<file path="config.mk">
export PLATFORM = sky130hd
export DESIGN_NAME = nss_sequencer
export DESIGN_NICKNAME = d
export VERILOG_FILES = /design/src/nss_pkg.sv /design/src/nss_sequencer.sv /design/src/nss_clock_doubler.sv
export VERILOG_INCLUDE_DIRS = /design/src
export SDC_FILE = /design/constraint.sdc
export NUM_CORES = 1
export LEC_CHECK = 0
export BUFFER_PORTS_ARGS = -buffer_cell sky130_fd_sc_hd__buf_4
export CAP_MARGIN = 10
export CORE_ASPECT_RATIO = 1.2
export CORE_MARGIN = 4
export CORE_UTILIZATION = 53
export DETAILED_ROUTE_END_ITERATION = 16
export GPL_ROUTABILITY_DRIVEN = 0
export PLACE_DENSITY = 0.79
export SLEW_MARGIN = 5
export SYNTH_ARGS = -nofsm -noshare
export SYNTH_HDL_FRONTEND = slang
export SYNTH_SLANG_ARGS = --single-unit
</file>
<file path="constraint.sdc">
create_clock -name clk -period 5.96 [get_ports clk]
set_input_delay 0.298 -clock clk [delete_from_list [all_inputs] [get_ports clk]]
set_output_delay 0.298 -clock clk [all_outputs]
set_load 0.03 [all_outputs]
</file>
<file path="src/nss_defines.svh">
// Constants for the slave cycle sequencer: state codes, fields, timing
`ifndef NSS_DEFINES_SVH
`define NSS_DEFINES_SVH

// Cycle state width and numeric state codes (bit2, bit1, bit0)
`define NSS_ST_W 3
`define NSS_ST_DONE 3'h0
`define NSS_ST_IDLE 3'h1
`define NSS_ST_RAM_ACK 3'h2
`define NSS_ST_RAM_WAIT 3'h3
`define NSS_ST_CTL_A 3'h5
`define NSS_ST_CTL_ACK 3'h6
`define NSS_ST_CTL_B 3'h7

// Bus address/data field layout
`define NSS_AD_W 32
`define NSS_BYTE_W 8
`define NSS_LATCH_W 10
`define NSS_LATCH_LSB 2
`define NSS_FB_ADDR_W 22
`define NSS_FB_ADDR_LSB 2
`define NSS_LANE_HI_ZERO 24'h00_0000
`define NSS_DOUT_RST 32'h0000_0000

// Reset values
`define NSS_CLKSEL_RST 1'b0

// Pin synchroniser depth
`define NSS_SYNC_STAGES 3

// Delay line and clock timing in ns, and the delay in clocks
`define NSS_DELAY_NS 100
`define NSS_CLK_NS 100
`define NSS_DELAY_CYC (((`NSS_DELAY_NS) / (`NSS_CLK_NS)) < 1 ? 1 : \
    ((`NSS_DELAY_NS) / (`NSS_CLK_NS)))

`endif

</file>
<file path="src/nss_pkg.sv">
// Types shared by the slave cycle sequencer files
package nss_pkg;

`include "nss_defines.svh"

    // Cycle state, values are the numeric state codes
    typedef enum logic [`NSS_ST_W-1:0]
    {
        ST_DONE = `NSS_ST_DONE,
        ST_IDLE = `NSS_ST_IDLE,
        ST_RAM_WAIT = `NSS_ST_RAM_WAIT,
        ST_RAM_ACK = `NSS_ST_RAM_ACK,
        ST_CTL_A = `NSS_ST_CTL_A,
        ST_CTL_B = `NSS_ST_CTL_B,
        ST_CTL_ACK = `NSS_ST_CTL_ACK
    } nss_state_t;

    // Pins arriving from the bus master's side, asynchronous to clk
    typedef struct packed
    {
        logic bus_clk;                    // Bus clock level
        logic [`NSS_AD_W-1:0] ad;         // Multiplexed address/data
        logic slot_sel_n;                 // Decoded slot select
        logic space_select_addr_bit;      // Address bit 19
        logic tm1_n;                      // Transfer-mode bit one
        logic mid_window_n;               // Mid-cycle timing window
    } nss_bus_in_t;

endpackage : nss_pkg

</file>
<file path="src/nss_sequencer.sv">
// Slave bus cycle sequencer for a frame buffer card
`timescale 1ns/10ps
`include "nss_defines.svh"
module nss_sequencer #(
    parameter int DELAY_TAPS = `NSS_DELAY_CYC
) (
    input wire logic clk,                          // System clock, 10 MHz
    input wire logic sys_rst,                      // Async reset, active high
    input wire logic ce,                           // Clock enable
    input nss_pkg::nss_bus_in_t bus_in,            // Bus master pins
    input wire logic fb_ack_n,                     // Controller acknowledge
    input wire logic refresh_busy,                 // Controller refreshing
    input wire logic [`NSS_AD_W-1:0] fb_rdata,     // Frame buffer read data
    input wire logic [`NSS_BYTE_W-1:0] ctl_rdata,  // Control space read data
    input wire logic set_space_hit,                // Access to set space
    input wire logic clear_space_hit,              // Access to clear space
    input wire logic tv_pixel_clock,               // Television rate source
    input wire logic hires_pixel_clock,            // Monitor rate source
    input wire logic external_pixel_clock,         // External pixel clock
    input wire logic external_pixclk_select,       // External clock override
    input wire logic controller_pixclk_return,     // Controller's own copy
    output logic controller_pixel_clock_in,        // Pixel clock to controller
    output logic buffered_pixel_clock,             // Downstream pixel clock
    output logic controller_clk20,                 // Doubled bus clock
    output logic pas_n,                            // Address strobe
    output logic ram_req_n,                        // RAM-cycle request
    output logic mem_start,                        // Memory access starts
    output logic [`NSS_FB_ADDR_W-1:0] fb_addr,     // Address to controller
    output logic [`NSS_LATCH_W-1:0] addr_latch,    // ROM/palette address
    output logic ctl_cycle,                        // Latest cycle was a control cycle
    output logic buf_dir_read,                     // Data buffer toward bus
    output logic bus_ack_n,                        // Acknowledge to master
    output logic [`NSS_AD_W-1:0] bus_dout,         // Data to bus
    output logic bus_doe_n,                        // Data enable, low drives
    output logic clk_sel,                          // Pixel clock select bit
    output nss_pkg::nss_state_t cycle_state        // Current cycle state
);
    import nss_pkg::*;

    localparam int PW = $bits(nss_bus_in_t);

    // Synchroniser stages and filtered levels
    logic [PW-1:0] sync1_reg;           // First stage, read only by stage 2
    logic [PW-1:0] sync2_reg;           // Second stage
    logic [PW-1:0] sync3_reg;           // Third stage
    logic [PW-1:0] pin_lvl_reg;         // Accepted level per pin
    nss_bus_in_t pin;                   // Accepted levels as a struct
    logic bus_clk_prev_reg;             // Bus clock level, one cycle ago
    logic tick;                         // Rising bus clock edge found

    // Cycle state and its three bits
    nss_state_t state_reg;              // Cycle state
    logic cycle_state_bit0;             // State bit zero
    logic cycle_state_bit1;             // State bit one
    logic cycle_state_bit2;             // State bit two
    logic [`NSS_ST_W-1:0] state_next;   // Next state bits
    logic slot_sel;                     // Slot selected, active high
    logic mid_window;                   // Timing window, active high
    logic fb_ack;                       // Controller acknowledge, high
    logic read_reg;                     // Transfer direction flag
    logic ctl_reg;                      // Latest cycle was a control cycle
    logic [`NSS_AD_W-1:0] swapped;      // Byte-reversed frame buffer data

    // Three-stage synchroniser per pin
    genvar i;
    generate
        for (i = 0; i < PW; i++)
        begin : g_sync
            always_ff @(posedge clk or posedge sys_rst)
            begin
                if (sys_rst)
                begin
                    sync1_reg[i] <= 1'b0;
                    sync2_reg[i] <= 1'b0;
                    sync3_reg[i] <= 1'b0;
                end
                else if (ce)
                begin
                    sync1_reg[i] <= bus_in[i];
                    sync2_reg[i] <= sync1_reg[i];
                    sync3_reg[i] <= sync2_reg[i];
                end
            end

            // A change counts once stages two and three agree
            always_ff @(posedge clk or posedge sys_rst)
            begin
                if (sys_rst)
                    pin_lvl_reg[i] <= 1'b0;
                else if (ce && (sync2_reg[i] == sync3_reg[i]))
                    pin_lvl_reg[i] <= sync3_reg[i];
            end
        end
    endgenerate

    assign pin = nss_bus_in_t'(pin_lvl_reg);

    // Edge finder on the accepted bus clock level
    always_ff @(posedge clk or posedge sys_rst)
    begin
        if (sys_rst)
            bus_clk_prev_reg <= 1'b0;
        else if (ce)
            bus_clk_prev_reg <= pin.bus_clk;
    end

    assign tick = ce && pin.bus_clk && !bus_clk_prev_reg;

    // Active-high views of the active-low select, window and acknowledge inputs
    assign slot_sel = !pin.slot_sel_n;
    assign mid_window = !pin.mid_window_n;
    assign fb_ack = !fb_ack_n;

    assign cycle_state_bit2 = state_reg[2];
    assign cycle_state_bit1 = state_reg[1];
    assign cycle_state_bit0 = state_reg[0];

    // Next state bits, each compared against numeric codes
    always_comb
    begin
        // Bit zero: set while bit one is clear, or waiting in state 3
        state_next[0] = !cycle_state_bit1 ||
            ((state_reg == ST_RAM_WAIT) && !fb_ack);
        // Bit one: RAM start, hold with bit zero, follow bit two
        state_next[1] = ((state_reg == ST_IDLE) && slot_sel &&
            !pin.space_select_addr_bit) ||
            (cycle_state_bit1 && cycle_state_bit0) ||
            (cycle_state_bit2 && !cycle_state_bit1);
        // Bit two: control start, hold only with bit zero
        state_next[2] = ((state_reg == ST_IDLE) && slot_sel &&
            pin.space_select_addr_bit) ||
            (cycle_state_bit2 && cycle_state_bit0);
    end

    // Cycle state register, forced to idle by reset
    always_ff @(posedge clk or posedge sys_rst)
    begin
        if (sys_rst)
            state_reg <= ST_IDLE;
        else if (tick)
            state_reg <= nss_state_t'(state_next);
    end

    // Transfer direction: set on select with mode bit one off
    always_ff @(posedge clk or posedge sys_rst)
    begin
        if (sys_rst)
            read_reg <= 1'b0;
        else if (tick)
            read_reg <= (slot_sel && pin.tm1_n) ||
                (read_reg && (state_reg != ST_DONE));
    end

    // Cycle kind: control when bit 19 is set at selection
    always_ff @(posedge clk or posedge sys_rst)
    begin
        if (sys_rst)
            ctl_reg <= 1'b0;
        else if (tick && (state_reg == ST_IDLE) && slot_sel)
            ctl_reg <= pin.space_select_addr_bit;
    end

    // Address latches loaded as the strobe falls, leaving idle
    always_ff @(posedge clk or posedge sys_rst)
    begin
        if (sys_rst)
        begin
            addr_latch <= '0;
            fb_addr <= '0;
        end
        else if (tick && (state_reg == ST_IDLE) && slot_sel)
        begin
            // Ten bits steer ROM and palette for the whole cycle
            addr_latch <= pin.ad[`NSS_LATCH_LSB +: `NSS_LATCH_W];
            // Controller copy of the address
            fb_addr <= pin.ad[`NSS_FB_ADDR_LSB +: `NSS_FB_ADDR_W];
        end
    end

    // Strobe: asserted in every state but idle, through acknowledge
    assign pas_n = (state_reg == ST_IDLE);

    // RAM request during state 3 inside the timing window
    assign ram_req_n = !((state_reg == ST_RAM_WAIT) && mid_window);

    // Memory start one clock after a bus clock edge, never without strobe
    always_ff @(posedge clk or posedge sys_rst)
    begin
        if (sys_rst)
            mem_start <= 1'b0;
        else if (ce)
            mem_start <= tick && !pas_n && !ram_req_n &&
                !refresh_busy;
    end

    // Bus acknowledge in the two acknowledge states
    assign bus_ack_n = !((state_reg == ST_RAM_ACK) ||
        (state_reg == ST_CTL_ACK));

    assign ctl_cycle = ctl_reg;
    assign buf_dir_read = read_reg;
    assign cycle_state = state_reg;

    // Frame buffer data has its byte order reversed for the bus
    always_comb
    begin
        swapped = {fb_rdata[7:0], fb_rdata[15:8],
            fb_rdata[23:16], fb_rdata[31:24]};
    end

    // Read data and drive enable toward the bus
    always_ff @(posedge clk or posedge sys_rst)
    begin
        if (sys_rst)
        begin
            bus_dout <= `NSS_DOUT_RST;
            bus_doe_n <= 1'b1;
        end
        else if (ce)
        begin
            if (ctl_reg)
                // Control spaces use lane 0, upper lanes zero
                bus_dout <= {`NSS_LANE_HI_ZERO, ctl_rdata};
            else
                // Only frame buffer data is reordered
                bus_dout <= swapped;
            bus_doe_n <= !(read_reg && (state_next != `NSS_ST_IDLE) &&
                ((state_reg == ST_RAM_ACK) ||
                 (state_reg == ST_CTL_ACK)));
        end
    end

    // Pixel clock select bit, set and clear by space access
    always_ff @(posedge clk or posedge sys_rst)
    begin
        if (sys_rst)
            clk_sel <= `NSS_CLKSEL_RST;
        else if (ce && set_space_hit)
            clk_sel <= 1'b1;
        else if (ce && clear_space_hit)
            clk_sel <= 1'b0;
    end

    // Source multiplexer; the select changes on a set or clear space access while ce is high
    assign controller_pixel_clock_in = external_pixclk_select ?
        external_pixel_clock :
        (clk_sel ? tv_pixel_clock : hires_pixel_clock);

    // Controller's returned copy clocks the pixel circuitry
    assign buffered_pixel_clock = controller_pixclk_return;

    // Doubled clock for the controller
    nss_clock_doubler #(
        .TAPS(DELAY_TAPS)
    ) u_doubler (
        .clk(clk),
        .sys_rst(sys_rst),
        .ce(ce),
        .bus_clk_lvl(pin.bus_clk),
        .clk_double(controller_clk20)
    );
endmodule : nss_sequencer

</file>
<file path="src/nss_clock_doubler.sv">
// Tapped delay line that doubles the sampled bus clock rate
`timescale 1ns/10ps
`include "nss_defines.svh"
module nss_clock_doubler #(
    parameter int TAPS = `NSS_DELAY_CYC
) (
    input wire logic clk,          // System clock
    input wire logic sys_rst,      // Asynchronous reset, active high
    input wire logic ce,           // Clock enable
    input wire logic bus_clk_lvl,  // Filtered bus clock level
    output logic clk_double        // Doubled-rate clock
);
    import nss_pkg::*;

    logic [TAPS:0] tap_reg;        // Delay line taps, tap 0 is the input

    assign tap_reg[0] = bus_clk_lvl;

    // One flip-flop per tap of the delay line after tap 0
    genvar i;
    generate
        for (i = 1; i <= TAPS; i++)
        begin : g_tap
            always_ff @(posedge clk or posedge sys_rst)
            begin
                if (sys_rst)
                    tap_reg[i] <= 1'b0;
                else if (ce)
                    tap_reg[i] <= tap_reg[i-1];
            end
        end
    endgenerate

    // First and last taps combine: a pulse follows every bus clock edge
    always_ff @(posedge clk or posedge sys_rst)
    begin
        if (sys_rst)
            clk_double <= 1'b0;
        else if (ce)
            clk_double <= tap_reg[0] ^ tap_reg[TAPS];
    end

endmodule : nss_clock_doubler

</file>
Yosys cells after proc, flatten, opt, wreduce, memory -nomap -nowiden
Cells that the tools add are included.
- input bits: 89
- word-level logic and storage cells: 223
- register bits: 182
- equality and inequality tests: 32
- muxes and demuxes: 5
- reductions and logical operators: 66
- bitwise operators: 1
- operators with widths (operator ; number):
    logical AND 1 bit ; 48
    2-to-1 mux 32 bit ; 1
    == test 1 bit ; 27
    logical NOT 1 bit ; 10
    == test 3 x 2 -> 1 bit (second input constant) ; 2
    logical OR 1 bit ; 6
    2-to-1 mux 1 bit ; 4
    == test 3 x 1 -> 1 bit (second input constant) ; 1
    == test 3 bit (second input constant) ; 1
    inequality test 3 x 1 -> 1 bit (second input constant) ; 1
    nonzero test 3 bit ; 1
    nonzero test 2 bit ; 1
    bitwise XOR 1 bit ; 1

Depth between registers and ports, before layout
Gate-level depths: netlist of the first run.
- depth in word-level cells: 9
- depth in mapped cells: 6

By module
From an unflattened synthesis of the first run, not the netlist that was laid out.
- cells, all modules: 554
- area total of the unflattened synthesis: 7055.5 um^2
- modules (own cells, without submodules) (module ; cells an instance ; instances ; sequential area each (um^2) ; area an instance (um^2)):
    nss_sequencer ; 547 ; 1 ; 4281.6 ; 6969.2
    nss_clock_doubler ; 7 ; 1 ; 50.0 ; 86.3

Worst setup path before layout of the first run
No wires, ideal clock.
- path type: flip-flop to flip-flop
- from: register state_reg[0], in the netlist cycle_state[0]
- to: register fb_addr[0]
- stages on the path, launching flop included: 6
- arrival: 1.888 ns
- path buffers: 2
- path slack: 3.946 ns
- period minus slack after synthesis: 2.014 ns
- library setup time: 0.125 ns
- cells stage by stage: dfstp_2 -> or2b_1 -> or4_4 -> buf_6 -> buf_12 -> mux2_4
- word-level cells in the longest chain between the ends: 3
- ends and longest elaborated chain (item ; RTL line ; text):
    start: declaration ; nss_sequencer.sv:52 ; nss_state_t state_reg;
    start signal: assignment ; nss_sequencer.sv:141 ; state_reg <= nss_state_t'(state_next);
    == test 3 x 1 -> 1 bit ; nss_sequencer.sv:171 ; else if (tick && (state_reg == ST_IDLE) && slot_sel)
    logical AND 1 bit (2 in series) ; nss_sequencer.sv:171 ;
    end signal: assignment ; nss_sequencer.sv:176 ; fb_addr <= pin.ad[`NSS_FB_ADDR_LSB +: `NSS_FB_ADDR_W];
    end: declaration ; nss_sequencer.sv:28 ; output logic [`NSS_FB_ADDR_W-1:0] fb_addr,
No other way between the ends.
A chain may end at the register's enable or synchronous reset.

Final worst setup path of the first run
- from: register state_reg[0], in the netlist cycle_state[0]
- to: output ram_req_n
- word-level cells in the longest chain between the ends: 3
- ends and longest elaborated chain (item ; RTL line ; text):
    == test 3 x 2 -> 1 bit ; nss_sequencer.sv:184 ; assign ram_req_n = !((state_reg == ST_RAM_WAIT) && mid_window);
    logical AND 1 bit ; nss_sequencer.sv:184 ;
    logical NOT 1 bit ; nss_sequencer.sv:184 ;
    end: declaration ; nss_sequencer.sv:26 ; output logic ram_req_n,
No other way between the ends.

==> flow_summary.ini, run 1 <==
[pwr]
p_total_w = 0.003955
power.density_nw_per_um2 = 446.3
netSwitchingPower_w = 0.001217
vdd_drop_max_mv = 0.2624
seq_power_share_pct = 41.3
leakagePower_nw = 4.249
clkPwrFrac_pct = 31.9
combPwrFrac_pct = 26.8
sw_frac_of_total_pct = 30.77
p_int_w = 0.002738

[die]
row_count = 45
ios = 167
start_util_pct = 54.80
core_area_sq_um = 12780
die_h_um = 133.9
fp.dieW_um = 112.9
die-area_sq_um = 15130

[setup_path]
critPathMaxFanout = 8
critPathKind = reg -> out
crit_path_end_kind = output pin
start_kind = flip-flop
arrival_ns = 1.95
cp.required_ns = 5.66

[layout]
finalNetCount = 779
largest_register_ffs = 32
largest_register = bus_dout
layout_commonest_cell = dfrtp_1
final_cell_mix = dfrtp_1 (170), buf_4 (156), mux2_2 (85), a21oi_1 (64), nor2_1 (38)
antenna_cells = 0
area_growth_pct = 26.53
final_layout_size_suffix_gt1_share_pct = 42.82
final_core_util_pct = 69.34

[logic_synthesis]
yosys.area_share.xor_xnor_pct = 0.1250
synth_compound_area_share_pct = 7.378
synth_seq_area_share_pct = 61.49
synth_top_family_by_area = multiplexers
ys_seq_elements = 172
yosysWarnings = 0
async_flop_share_pct = 100.0
synthCells = 552
synth_ff_type = dfrtp_1
synth.avg_cell_area_sq_um = 12.69
yosys.area_share.simple_pct = 7.145
synth_area_leaders = dfrtp_1 (61%), mux2_2 (14%), a21oi_1 (4.6%), mux2_4 (4.3%), nand2b_1 (2.6%)
netlist.area_leader.share_pct = 60.74
syn_area_sq_um = 7004
syn_nets = 641
synthAdderAreaFrac_pct = 0
synth_top_cell_by_area = dfrtp_1
ys_types = 30
synth_mux_area_share_pct = 19.24
synth_edf_count = 0

[global_route]
grt_start_max_net_pins = 103
grtUsageMet3_pct = 4.693
use_met1_pct = 21.00
grt_pass1_wl_um = 21900
antenna_found_initial = 0
overflow = 0
gr-usage-all-layers_pct = 18.16
grtUsageMet2_pct = 31.03
grt_busiest_layer = met2
grt_pass1_vias = 4664

[clock_network]
cts_made_buffers = 17
cts_buffer_depth = 2
post_cts_buffers = 0
root_buffer = clkbuf_16
clock-sinks = 172
clk_pin_slew_ns = 0.06
clock_latency_ns = 0.42
htreeDepth = 4
ctsResizeCount = 0
cts_tree = built
postCtsHoldBufs = 0

[sta]
hold_slack_ns = 0.03031
setup_viol = 0
finalWorstSetupSlack_ns = 3.708
worstMarginPinSlew_ns = 1.090
final_hold_viol_count = 0
fin_crit_ns = 2.252
max_freq_mhz = 444.1
max_slew_margin_pct = 27.35
rsz0062_at_grt = false
fin_tns_setup_ns = 0
finalMaxSlewViolations = 0
finalCritPeriodShare_pct = 37.78
skew_ns = 0.005736

[placed_design]
io_buffers = 154
hpwl_um = 8896
post-place-ws_ns = 3.630

[min_path]
min_path_type = in -> async

[detailed_routing]
post-route-drc-count = 0
wl_um = 13350
ant_nets = 0
viasPerCell = 5.196
wl_per_cell_um = 15.40
vias = 4505
dr.pass1.iters = 7
drt-initial-drc-count = 204

[outcome]
status = finished clean

[run]
max_cap_viol_count = 0
-- per-layer routing --
metal	vias up	routed length (um)
li1	2130	-
met1	2237	5291
met2	107	6981
met3	31	651
met4	0	426
met5	-	0
-- synth_stat cells, types with 2 or more instances --
cell type,count
dfrtp_1,170
a21oi_1,64
o21ai_0,29
nor2b_1,3
buf_12,2
mux2i_1,9
mux2_4,20
buf_4,11
buf_1,3
nor2_1,38
inv_1,26
buf_2,2
nand2b_1,29
nand2_1,27
mux2_2,85
clkbuf_1,19
dfstp_2,2
-- worst max-delay path: stages (launching register included) --
cell and delay, ns:
dfstp_2 0.59, or2b_1 0.27, or3b_2 0.49, buf_4 0.18
-- kinds of logic (layout without fill, tap and decap cells) --
kind of cell	after synthesis	in the layout
AOI/OAI and AO/OA	99	99
xor gates and xnor gates	1	1
buffers and inverters	64	215
and+or+nand+nor	102	102
muxes	114	114
DFF	172	172
-- area by class of cell --
type	count	area, sq um
Fill cell	916	3919
Sequential cell	172	4307
Timing Repair Buffer	157	1182
Clock inverter	11	211.5
Tap cell	164	205.2
Clock buffer	21	480.5
Multi-Input combinational cell	316	2374
Inverter	26	102.6
-- power by group through the flow --
stage          Clock (W)  Sequential (W)  Combinational, W
6_report         0.00126         0.00163           0.00106
4_1_cts          0.00129         0.00164           0.00107
3_5_place_dp           0         0.00165           0.00107
3_3_place_gp           0         0.00163           0.00104
2_1_floorplan          0         0.00183          0.000523
5_1_grt          0.00134         0.00167           0.00113
-- stage by stage --
stage / cells / cell area (sq um)
floorplan: 552 / 7004
global placement: 835 / 8170
detailed placement: 835 / 8170
CTS: 867 / 8862
global route: 867 / 8862
finish: 867 / 8862
-- final timing paths --
kind,cells after the start,to,slack [ns],start
max,3,ram_req_n,3.71,cycle_state[0]
min,2,sync1_reg[19],0.03,sys_rst
max reg2reg,3,fb_addr[16],3.89,cycle_state[0]
min reg2reg,2,pin[0],0.49,sync3_reg[0]
max in group asynchronous,3,bus_dout[16],4.46,sys_rst
min in group clk,3,bus_dout[14],0.08,fb_rdata[22]
Note: power is estimated with default switching activity, not from simulation.
==> run 2, diff against run 1 <==
- ABC_AREA: default -> 1
- clock period: 5.96 -> 2.4 ns (I/O delays scaled with it)
==> flow_summary.ini, run 2 <==
[logic_synthesis]
syn_area_sq_um = 6784
synth_area_leaders = dfrtp_1 (63%), nand2_1 (15%), o21ai_0 (9.2%), nor2_1 (2.3%), inv_1 (2.0%)
synth_seq_area_share_pct = 63.48
syn_nets = 831
synth_top_cell_by_area = dfrtp_1
ys_types = 26
ys_seq_elements = 172
yosysWarnings = 0
netlist.area_leader.share_pct = 62.71
ys_top_cells_by_count = nand2_1 (274), dfrtp_1 (170), o21ai_0 (125), nor2_1 (42), inv_1 (37)
synth_edf_count = 0
async_flop_share_pct = 100.0
synth.avg_cell_area_sq_um = 9.143
synthCells = 742
synth_ff_type = dfrtp_1
yosysMostFrequentCell = nand2_1

[detailed_routing]
vias = 5671
wl_per_cell_um = 14.85
ant_nets = 0
wl_um = 16720
dr.pass1.iters = 5
drt-initial-drc-count = 324
viasPerCell = 5.036
post-route-drc-count = 0

[pwr]
leakagePower_nw = 4.797
seq_power_share_pct = 42.9
sw_frac_of_total_pct = 34.13
p_total_w = 0.008888
vdd_drop_max_mv = 0.6765
clkPwrFrac_pct = 30.7
power.density_nw_per_um2 = 955.6
combPwrFrac_pct = 26.4
p_int_w = 0.005854
netSwitchingPower_w = 0.003034

[clock_network]
ctsResizeCount = 0
cts_tree = built
cts_buffer_depth = 2
cts_made_buffers = 17
clock-sinks = 172
clk_pin_slew_ns = 0.07
root_buffer = clkbuf_16
clock_latency_ns = 0.42
htreeDepth = 4

[sta]
finalCritPeriodShare_pct = 82.02
fin_tns_setup_ns = 0
worstMarginPinSlew_ns = 0.8210
max_slew_margin_pct = 45.15
final_hold_viol_count = 0
setup_viol = 0
max_freq_mhz = 508.0
finalMaxSlewViolations = 0
hold_slack_ns = 0.04831
skew_ns = 0.007392
rsz0062_at_grt = false
fin_crit_ns = 1.969

[global_route]
grt_pass1_wl_um = 27820
grt_start_max_net_pins = 88
overflow = 0
grt_pass1_vias = 5777
antenna_found_initial = 1
gr-usage-all-layers_pct = 23.18

[layout]
final_layout_size_suffix_gt1_share_pct = 21.75
final_cell_mix = nand2_1 (274), dfrtp_1 (170), buf_4 (165), o21ai_0 (125), dlygate4sd3_1 (66)
area_growth_pct = 37.11
layout_commonest_cell = nand2_1
fill_cells = 892
multiInputGateArea_sq_um = 2081
largest_register_ffs = 32
largest_register = bus_dout
seq_area_sq_um = 4307
finalNetCount = 1037

[setup_path]
r2r_cells = 5
critPathKind = in -> reg
critPathMaxFanout = 60
arrival_ns = 2.32
crit_path_end_kind = flip-flop
start_kind = primary input
cp.required_ns = 2.75

[placed_design]
hpwl_um = 9560
io_buffers = 154

[die]
row_count = 45
ios = 167
fp.dieW_um = 111.3
start_util_pct = 53.79
core_area_sq_um = 12610
die_h_um = 131.9
die-area_sq_um = 14680

[min_path]
min_path_type = in -> reg
holdPathStages = 3

[run]
max_cap_viol_count = 0

[outcome]
status = finished clean
## run 2: cell types whose count changed after synthesis, moves of 9 or more
cell,previous run,this run
a21oi_1,64,0
inv_1,26,37
mux2_2,85,0
mux2_4,20,0
mux2i_1,9,0
nand2_1,27,274
nand2b_1,29,0
nand3_1,0,26
o21ai_0,29,125
## run 2: final timing paths
check	from	slack, ns	end
worst max-delay path	ce	0.43	bus_dout[2]
worst min-delay path	fb_rdata[30]	0.05	bus_dout[6]
worst max register to register	ctl_cycle	0.51	bus_dout[2]
worst min register to register	sync3_reg[36]	0.48	sync3_reg[36]
max in group asynchronous	sys_rst	1.27	pin[2]
min in group asynchronous	sys_rst	0.42	sync2_reg[3]
## run 2: worst max-delay path: stages
cell and delay (ns):
dlygate4sd3_1 0.53, buf_4 0.15, buf_4 0.48, o21ai_0 0.21, o21ai_0 0.22, dlygate4sd3_1 0.59
## run 2: logic make-up (layout without fill, tap and decap cells)
kind of cell              count (synthesis)  count (layout)  share of synthesized area, %
AOI/OAI and AO/OA                       133             133                         10.05
xor gates and xnor gates                  1               1                        0.1291
DFF                                     172             172                         63.48
other                                     0               1                             0
buffers and inverters                    87             306                         5.847
and+or+nand+nor                         349             349                         20.49
## run 2: final cells by class
type / instances / area share (%)
multi-input combinational: 483 / 22.37
clock inverter: 15 / 1.776
antenna: 1 / 0.02690
timing repair buffer: 234 / 21.07
tap: 164 / 2.206
sequential: 172 / 46.30
clock buffer: 17 / 4.574
inverter: 40 / 1.681
## run 2: layer usage
| layer | wire, um | track usage, % | vias to the layer above | part of all wire, % |
|---|---|---|---|---|
| li1 | - | - | 2757 | - |
| met1 | 6869 | 29.16 | 2707 | 41 |
| met2 | 8515 | 38.60 | 170 | 51 |
| met3 | 907 | 5.877 | 37 | 5.4 |
| met4 | 423 | 9.195 | 0 | 2.5 |
| met5 | 0 | 0 | - | 0 |
## run 2: power by group through the flow
| stage | Sequential (W) | Combinational [W] | Clock (W) |
|---|---|---|---|
| after floorplan | 0.00430 | 0.000883 | 0 |
| after global placement | 0.00382 | 0.00216 | 0 |
| after detailed placement | 0.00383 | 0.00221 | 0 |
| after CTS | 0.00380 | 0.00233 | 0.00276 |
| after global routing | 0.00388 | 0.00253 | 0.00290 |
| final | 0.00381 | 0.00234 | 0.00273 |
## run 2: stage by stage
stage / instance area, sq um / std cells / worst slack [ns] / util (%)
after floorplan: 6788 / 742 / 0.08494 / -
after global placement: 8048 / 1027 / 0.7821 / 63.81
after detailed placement: 8048 / 1027 / 0.7500 / 63.81
after CTS: 9299 / 1125 / 0.5413 / 73.73
after global routing: 9301 / 1126 / 0.3275 / 73.75
final: 9301 / 1126 / 0.4314 / 73.75
## run 2: repair_timing
item	4_1_cts	5_1_grt
endpoints found under the hold margin	87	0
hold buffers	66	0
endpoints found under the setup margin	0	0
buffers inserted	0	0
